[config.mk]
export PLATFORM = sky130hd
export DESIGN_NAME = ddmc_regs
export DESIGN_NICKNAME = d
export VERILOG_FILES = /design/src/include/ddmc_pkg.sv /design/src/logic/ddmc_regs.sv
export SDC_FILE = /design/constraint.sdc
export NUM_CORES = 1
export LEC_CHECK = 0
export BUFFER_PORTS_ARGS = -buffer_cell sky130_fd_sc_hd__buf_2
export CORE_AREA = 2 2 135 137
export CTS_BUF_LIST = sky130_fd_sc_hd__clkbuf_8
export DETAILED_ROUTE_END_ITERATION = 7
export DIE_AREA = 0 0 137 139
export PLACE_DENSITY = 0.66
export SLEW_MARGIN = 20
export SYNTH_ARGS = -nofsm -noshare
export SYNTH_HDL_FRONTEND = slang
export SYNTH_SLANG_ARGS = --single-unit
[constraint.sdc]
create_clock -name mclk -period 9.7 [get_ports mclk]
set_input_delay 0.97 -clock mclk [delete_from_list [all_inputs] [get_ports mclk]]
set_output_delay 0.97 -clock mclk [all_outputs]
set_load 0.05 [all_outputs]
[src/include/ddmc_pkg.sv]
// package for the dual converter mode control register bank
package ddmc_pkg;
  // ---------------------------------------------------------------
  // register offsets
  // ---------------------------------------------------------------
  localparam logic [4:0] ADDR_COMM_PWR = 5'h00;
  localparam logic [4:0] ADDR_FILT_MOD = 5'h01;
  localparam logic [4:0] ADDR_DATA_IF = 5'h02;
  localparam logic [4:0] ADDR_PLL_PRESC = 5'h03;
  localparam logic [4:0] ADDR_PLL_CP = 5'h04;
  localparam logic [4:0] ADDR_I_FINE = 5'h05;
  localparam logic [4:0] ADDR_I_COARSE = 5'h06;
  localparam logic [4:0] ADDR_I_OFS_HI = 5'h07;
  localparam logic [4:0] ADDR_I_OFS_LO = 5'h08;
  localparam logic [4:0] ADDR_Q_FINE = 5'h09;
  localparam logic [4:0] ADDR_Q_COARSE = 5'h0A;
  localparam logic [4:0] ADDR_Q_OFS_HI = 5'h0B;
  localparam logic [4:0] ADDR_Q_OFS_LO = 5'h0C;
  localparam logic [4:0] ADDR_VERSION = 5'h0D;
  localparam int NUM_REGS = 13;

  // ---------------------------------------------------------------
  // field positions in register 0x00
  // ---------------------------------------------------------------
  localparam int BIT_SDIO_BIDIR = 7;
  localparam int BIT_LSB_FIRST = 6;
  localparam int BIT_SOFT_RESET = 5;
  localparam int BIT_SLEEP = 4;
  localparam int BIT_POWER_DOWN = 3;
  localparam int BIT_RES_COUNT = 2;
  localparam int BIT_PLL_LOCK = 1;
  // other fields
  localparam int BIT_UNSIGNED = 7;
  localparam int BIT_ONE_PORT = 6;
  localparam int BIT_CLK_DRIVE = 5;
  localparam int BIT_EXT_CLK = 3;
  localparam int BIT_PLL_ON = 7;
  localparam int BIT_CP_PROG = 6;
  localparam int BIT_ZERO_STUFF = 3;
  localparam int BIT_REAL_MIX = 2;
  localparam int BIT_OFS_DIR = 7;

  // ---------------------------------------------------------------
  // reset values and masks of writable bits
  // ---------------------------------------------------------------
  localparam logic [7:0] RESET_VALUE = 8'h00;
  localparam logic [7:0] MASK_COMM_PWR = 8'hDC;
  localparam logic [7:0] MASK_COARSE = 8'h0F;
  localparam logic [7:0] MASK_OFS_LO = 8'h83;
  localparam logic [7:0] MASK_PRESC = 8'h03;
  localparam logic [7:0] MASK_CP = 8'hC7;
  localparam logic [7:0] MASK_DATA_IF = 8'hE8;
  localparam logic [7:0] MASK_FILT = 8'hFC;
  // arbitrary neutral silicon version code
  localparam logic [3:0] VERSION_CODE = 4'h1;

  // ---------------------------------------------------------------
  // carriers
  // ---------------------------------------------------------------
  typedef struct packed {
    logic [7:0] fine_gain;
    logic [3:0] coarse_gain;
    logic [9:0] offset;
    logic offset_to_positive;
  } ddmc_chan_t;

  typedef struct packed {
    logic sdio_bidir;
    logic lsb_first;
    logic sleep;
    logic power_down;
    logic reference_resistor_count;
    logic [1:0] interp_rate;
    logic [1:0] mod_mode;
    logic zero_stuff;
    logic real_mix;
    logic unsigned_data;
    logic one_port;
    logic clk_drive;
    logic ext_data_clk;
    logic [1:0] pll_prescale;
    logic pll_on;
    logic cp_programmed;
    logic [2:0] cp_control;
  } ddmc_ctrl_t;
endpackage

[src/logic/ddmc_regs.sv]
// mode control register bank of a dual interpolating converter
module ddmc_regs (
  input wire logic mclk,
  input wire logic rst,
  input wire logic [4:0] reg_addr,
  input wire logic reg_wr,
  input wire logic [7:0] reg_wdata,
  input wire logic reg_rd,
  output logic [7:0] reg_rdata,
  input wire logic instr_read,
  input wire logic data_phase,
  input wire logic pll_locked,
  output logic sdio_oe,
  output ddmc_pkg::ddmc_ctrl_t ctrl,
  output ddmc_pkg::ddmc_chan_t in_phase_converter,
  output ddmc_pkg::ddmc_chan_t quadrature_converter,
  output logic sleep_outputs_off,
  output logic power_down_all
);
  import ddmc_pkg::*;

  // ---------------------------------------------------------------
  // storage
  // ---------------------------------------------------------------
  logic [7:0] comm_q;
  logic [7:0] regs_q [1:NUM_REGS-1];
  logic [7:0] rdata_d;
  logic soft_reset;

  // masks the bits a register really holds
  function automatic logic [7:0] wr_mask(input logic [4:0] a);
    case (a)
      ADDR_FILT_MOD: wr_mask = MASK_FILT;
      ADDR_DATA_IF: wr_mask = MASK_DATA_IF;
      ADDR_PLL_PRESC: wr_mask = MASK_PRESC;
      ADDR_PLL_CP: wr_mask = MASK_CP;
      ADDR_I_COARSE, ADDR_Q_COARSE: wr_mask = MASK_COARSE;
      ADDR_I_OFS_LO, ADDR_Q_OFS_LO: wr_mask = MASK_OFS_LO;
      default: wr_mask = 8'hFF;
    endcase
  endfunction

  assign soft_reset = reg_wr && (reg_addr == ADDR_COMM_PWR) && reg_wdata[BIT_SOFT_RESET];

  // ---------------------------------------------------------------
  // register 0x00: never cleared by the software reset
  // ---------------------------------------------------------------
  always_ff @(posedge mclk) begin
    if (rst) begin
      comm_q <= RESET_VALUE;
    end else if (reg_wr && reg_addr == ADDR_COMM_PWR) begin
      comm_q <= reg_wdata & MASK_COMM_PWR; // reset bit not stored
    end
  end

  // ---------------------------------------------------------------
  // registers 0x01..0x0C
  // ---------------------------------------------------------------
  // a soft reset wins over nothing else: it is itself a write to 0x00
  always_ff @(posedge mclk) begin
    if (rst || soft_reset) begin
      for (int i = 1; i < NUM_REGS; i++) begin
        regs_q[i] <= RESET_VALUE;
      end
    end else if (reg_wr && reg_addr >= ADDR_FILT_MOD && reg_addr <= ADDR_Q_OFS_LO) begin
      regs_q[reg_addr] <= reg_wdata & wr_mask(reg_addr);
    end
  end

  // ---------------------------------------------------------------
  // read path, registered; unmapped addresses read zero
  // ---------------------------------------------------------------
  always_comb begin
    rdata_d = 8'h00;
    if (reg_addr == ADDR_COMM_PWR) begin
      rdata_d = comm_q; // reset bit reads zero
      rdata_d[BIT_PLL_LOCK] = regs_q[ADDR_PLL_CP][BIT_PLL_ON] & pll_locked;
    end else if (reg_addr >= ADDR_FILT_MOD && reg_addr <= ADDR_Q_OFS_LO) begin
      rdata_d = regs_q[reg_addr];
    end else if (reg_addr == ADDR_VERSION) begin
      rdata_d = {4'h0, VERSION_CODE};
    end
  end

  always_ff @(posedge mclk) begin
    if (rst) begin
      reg_rdata <= RESET_VALUE;
    end else if (reg_rd) begin
      reg_rdata <= rdata_d;
    end
  end

  // ---------------------------------------------------------------
  // serial data pin direction
  // ---------------------------------------------------------------
  // input-only unless bidirectional mode is set
  assign sdio_oe = comm_q[BIT_SDIO_BIDIR] & instr_read & data_phase;

  // ---------------------------------------------------------------
  // decoded controls
  // ---------------------------------------------------------------
  assign sleep_outputs_off = comm_q[BIT_SLEEP];
  assign power_down_all = comm_q[BIT_POWER_DOWN];

  always_comb begin
    ctrl.sdio_bidir = comm_q[BIT_SDIO_BIDIR];
    ctrl.lsb_first = comm_q[BIT_LSB_FIRST];
    ctrl.sleep = comm_q[BIT_SLEEP];
    ctrl.power_down = comm_q[BIT_POWER_DOWN];
    ctrl.reference_resistor_count = comm_q[BIT_RES_COUNT];
    ctrl.interp_rate = regs_q[ADDR_FILT_MOD][7:6];
    ctrl.mod_mode = regs_q[ADDR_FILT_MOD][5:4];
    ctrl.zero_stuff = regs_q[ADDR_FILT_MOD][BIT_ZERO_STUFF];
    ctrl.real_mix = regs_q[ADDR_FILT_MOD][BIT_REAL_MIX];
    ctrl.unsigned_data = regs_q[ADDR_DATA_IF][BIT_UNSIGNED];
    ctrl.one_port = regs_q[ADDR_DATA_IF][BIT_ONE_PORT];
    ctrl.clk_drive = regs_q[ADDR_DATA_IF][BIT_CLK_DRIVE];
    ctrl.ext_data_clk = regs_q[ADDR_DATA_IF][BIT_EXT_CLK];
    ctrl.pll_prescale = regs_q[ADDR_PLL_PRESC][1:0];
    ctrl.pll_on = regs_q[ADDR_PLL_CP][BIT_PLL_ON];
    ctrl.cp_programmed = regs_q[ADDR_PLL_CP][BIT_CP_PROG];
    ctrl.cp_control = regs_q[ADDR_PLL_CP][2:0];
  end

  // per-channel gain and offset
  always_comb begin
    in_phase_converter.fine_gain = regs_q[ADDR_I_FINE];
    in_phase_converter.coarse_gain = regs_q[ADDR_I_COARSE][3:0];
    in_phase_converter.offset = {regs_q[ADDR_I_OFS_HI], regs_q[ADDR_I_OFS_LO][1:0]};
    in_phase_converter.offset_to_positive = regs_q[ADDR_I_OFS_LO][BIT_OFS_DIR];
    quadrature_converter.fine_gain = regs_q[ADDR_Q_FINE];
    quadrature_converter.coarse_gain = regs_q[ADDR_Q_COARSE][3:0];
    quadrature_converter.offset = {regs_q[ADDR_Q_OFS_HI], regs_q[ADDR_Q_OFS_LO][1:0]};
    quadrature_converter.offset_to_positive = regs_q[ADDR_Q_OFS_LO][BIT_OFS_DIR];
  end
endmodule

* Word-level counts from Yosys, hierarchy flattened *
Memory sizes are Yosys's and may differ from the RTL's.
Index checks and enable logic that the tools add are counted.

cells by class
  $lt $le $gt $ge = 2
  div/mod/pow operators = 0
  $mul = 0
  shift operators = 0
  equality and inequality tests = 1
  muxes and demuxes = 14
  bitwise operators = 4
  reductions and logical operators = 8
  add/sub/neg operators = 0

operators with widths
  kind                                                                               number
  8-bit 2-to-1 mux                                                                   6
  8-bit bitwise AND                                                                  1
  8-bit OR reduction                                                                 1
  1-bit 2-to-1 mux                                                                   7
  5-bit by 4-bit equality test with 1-bit output (second input constant)             1
  5-bit by 1-bit >= comparator with 1-bit output (second input constant)             1
  5-bit by 4-bit less-or-equal comparator with 1-bit output (second input constant)  1
  1-bit logical AND                                                                  5
  5-bit logical NOT                                                                  1
  4-bit 2-to-1 mux                                                                   1
  1-bit bitwise AND                                                                  3
  1-bit logical OR                                                                   1

storage, ports and cells
  latch bits = 0
  memories kept = 2
  logic and storage cells = 33
  output and inout port bits = 79
  input port bits = 20
  ROM bits = 128
  bits in writable memories = 96
  bits in registers = 13

memories
  memory            words  bits a word  read ports  clocked after Yosys merged registers in  wr ports  RTL line         text
  (name not given)  16     8            1           0                                        0         ddmc_regs.sv:32  case (a)
  regs_q            12     8            13          0                                        12        ddmc_regs.sv:26  logic [7:0] regs_q [1:NUM_REGS-1];

* Longest topological paths before layout *
  word-level depth = 8
  depth in mapped cells = 12
  depth with buffers taken out = 7

* Worst setup path before layout *
OpenSTA, ideal clock, no wires.

  path type = input to register
  start = in reg_addr[0]
  end = mem regs_q[10][0] (enable)
  stages on the path = 11
  data required time = 9.316 ns
  library setup time = 0.384 ns
  slack = 5.937 ns
  data arrival time = 3.379 ns
  path buffers = 4
  cells stage by stage = buf_6 buf_12 buf_12 buf_6 inv_1 ha_1 nand2b_1 nor2_4 a311oi_4 nand3_2 o21ai_0

RTL lines
  element      RTL line         text
  from (decl)  ddmc_regs.sv:5   input wire logic [4:0] reg_addr,
  to (decl)    ddmc_regs.sv:26

==> flow_summary_export.csv <==
group,metric,value,unit
placed_design,gp_congestion,0.892,
synth,ys_seq_area_share,59.2,%
layout,nNetsFinal,588,
placed_design,dpl.hpwl,13.9,mm
die,fp.dieH,139,um
synth,ys_async_sr_fraction,0,%
global_routing,grtUsageTotal,20.9,%
layout,diodes,0,
synth,ys.flop_type,"edfxtp_1",
sta,finalCriticalPeriod,4.81,ns
synth,synthTopCellsByArea,"edfxtp_1 (55%), mux4_1 (6.8%), buf_4 (4.3%)",
drt,routed_wl,19.4,mm
drt,drc,0,
clock_tree,cts_tree,"done",
sta,tightestPinTransition,1.12,ns
pwr,ir_worst_vdd,84.6,uV
sta,hold_violations,0,
layout,syn_to_final_growth,10.7,%
sta,drv_slew,0,
pwr,p_leak,2.67,nW
clock_tree,cts_hold_buf,0,
pwr,power.density,177,nW/um^2
clock_tree,clk_latency,0.47,ns
synth,synth.most_common_cell,"edfxtp_1",
drt,vias,4558,
worst_setup_path,cp_cell_sequence,"buf_2, buf_4, inv_1, ha_1, nand2b_1, nor2_4, a311oi_4, nand3_1, o21ai_1",
synth,synth_top_cells_by_count,"edfxtp_1 (128), nor2_1 (56), buf_4 (40), nor3_2 (30), nand2_1 (26)",
clock_tree,clockBufferDepth,2,
synth,syn-cell-area,6930,um^2
synth,ys_warn_count,0,
worst_setup_path,slowest_stage,"o21ai_1",
die,dieWidth,137,um
global_routing,grt_pass1_wl,28.1,mm
synth,yosys.area_share.xor_xnor,0,%
worst_setup_path,cp.required,9.80,ns
clock_tree,cts_buffers,17,
synth,synth_fa_ha_area_share,0.903,%
global_routing,grt_pass1_vias,4401,
global_routing,antenna_found_initial,0,
placed_design,io_buffers,98,
synth,synth_top_family_by_area,"simple AND/OR/NAND/NOR gates",
worst_setup_path,worstPathArrival,4.90,ns
clock_tree,htreeDepth,4,
sta,tns,0,ns
clock_tree,path_clk_slew,0.08,ns
sta,slew_headroom,25.3,%
die,io_pins,99,
global_routing,overflow,0,
synth,synth_edf_count,128,
sta,rsz0062_at_grt,"false",
run_status,status,"finished clean",
drt,via_per_inst,5.68,
worst_setup_path,cp_max_fo,47,
synth,ys_ff_latch,141,
worst_setup_path,cpPeakStageDelay,0.96,ns
synth,syn_avg_cell_area,13.8,um^2
sta,finClkSkew,0.0158,ns
global_routing,grt_start_max_net_pins,48,
layout,fin_area,7670,um^2
clock_tree,cts-root-buf,"clkbuf_8",
job,cap_viol_max_count,0,
placed_design,placed_cell_area,7310,um^2
worst_setup_path,critical_path_class,"primary input to register",
die,num_rows,49,
drt,wl_per_cell,24.2,um
synth,yosys.cell_types.count,53,
synth,syn_inst,502,
layout,nFillCells,1666,
clock_tree,cts_resized,0,
sta,timing.fmax,208,MHz
synth,synth-simple-area-share,13.8,%
layout,drive_gt1_share,32.1,%
clock_tree,clkSinkCount,141,
synth,synth.largest_area_cell,"edfxtp_1",
die,core,17700,um^2
worst_setup_path,crit_family,"compound AO/OA/AOI/OAI gates",
synth,synth_top_area_share,55.5,%
synth,synth_compound_area_share,6.46,%
worst_setup_path,end_kind,"register",
die,fp.dieArea,19000,um^2
synth,muxShareOfSynthArea,11.9,%
clock_tree,cts_setup_buffers,0,
die,initial_core_util,39.3,%
sta,timing.final.crit_share,49.5,%
sta,setup_violations,0,
worst_setup_path,cp_num_buf_inv,3,
drt,drtPass1Iterations,5,
worst_setup_path,crit_path_start_kind,"primary input",
hold_path,hold_path_class,"register to register",
drt,drt_iter0_markers,640,
drt,antenna_left,0,
## placed cells by master, fill, tap and decap left out, types with 4 or more instances in the layout
master | netlist | routed
buf_2 | 13 | 98
a221oi_1 | 4 | 4
dfxtp_1 | 13 | 13
o2111ai_1 | 4 | 4
o21ai_1 | 3 | 8
nor3_2 | 30 | 30
a311oi_1 | 6 | 6
or2_2 | 4 | 4
edfxtp_1 | 128 | 128
o21ai_0 | 14 | 6
conb_1 | 1 | 11
nor3_1 | 16 | 16
nor2_1 | 56 | 56
mux2i_1 | 23 | 23
a32o_1 | 4 | 4
mux4_1 | 18 | 18
nand3_1 | 13 | 13
clkbuf_8 | 1 | 17
nand2b_1 | 5 | 5
ha_1 | 5 | 5
clkinv_2 | 0 | 5
a21oi_1 | 10 | 10
buf_4 | 40 | 6
o21ai_2 | 1 | 4
inv_1 | 10 | 11
mux4_2 | 5 | 5
nand2_1 | 26 | 26
## per-layer routing
layer | global-route usage [%] | share of wire, % | up-vias | wire length [um]
met5 | 0 | 0 | - | 0
met1 | 31.3 | 46 | 2321 | 8950
li1 | - | - | 1986 | -
met3 | 4.93 | 7.6 | 28 | 1490
met4 | 6.89 | 2.0 | 0 | 386
met2 | 29.9 | 44 | 223 | 8610
## logic make-up (layout without fill, tap and decap cells)
| family | after synthesis | in the layout |
|---|---|---|
| compound gates | 61 | 61 |
| fa+ha+maj | 5 | 5 |
| buf+inv | 82 | 144 |
| flops | 141 | 141 |
| mux | 47 | 47 |
| other cells | 1 | 11 |
| simple gates | 165 | 165 |
## through the flow
stage | cells | hold WS [ns] | setup WS, ns | utilization, % | power [mW]
after floorplan | 512 | 0.579 | 5.94 | - | 0.867
after global placement | 773 | 0.454 | 4.72 | 41.4 | 0.916
after detailed placement | 773 | 0.467 | 4.48 | 41.4 | 0.918
after CTS | 803 | 0.480 | 4.96 | 43.4 | 1.36
after global routing | 803 | 0.497 | 4.61 | 43.4 | 1.39
final | 803 | 0.478 | 4.89 | 43.4 | 1.35
## worst paths after layout
check / from / to / slack (ns) / cells past startpoint
min: reg_rdata[5] / reg_rdata[5] / 0.48 / 2
max: reg_addr[0] / regs_q[8][2] / 4.89 / 9
min reg2reg: reg_rdata[5] / reg_rdata[5] / 0.48 / 2
max reg2reg: regs_q[6][0] / reg_rdata[0] / 7.67 / 4
## state kept, by name (all words and copies together) (netlist names)
| register | cells |
|---|---|
| regs_q | 128 |
| reg_rdata | 8 |
| comm_q | 5 |
## cell type report
type	count	area [um^2]	area share, %
flip-flops and latches	141	4100	53.5
well taps	229	287	3.74
multi-input cells	289	2340	30.6
clock inverters	13	129	1.68
clock buffers	17	234	3.05
inverters	10	37.5	0.489
repair buffers	104	536	6.98
## where the power goes
| part | total [mW] | switching, mW | internal [mW] | leakage (nW) |
|---|---|---|---|---|
| logic | 0.198 | 0.149 | 0.0490 | 1.18 |
| registers | 0.709 | 0.0178 | 0.691 | 1.30 |
| clock network | 0.448 | 0.226 | 0.222 | 0.184 |
## worst register-to-register path, cell delays in order, from the launching register on
cell and delay (ns):
edfxtp_1 0.45, mux4_1 0.58, mux4_2 0.48, nor4b_1 0.33, a211oi_1 0.09
Power figures use the tool's default switching activity.
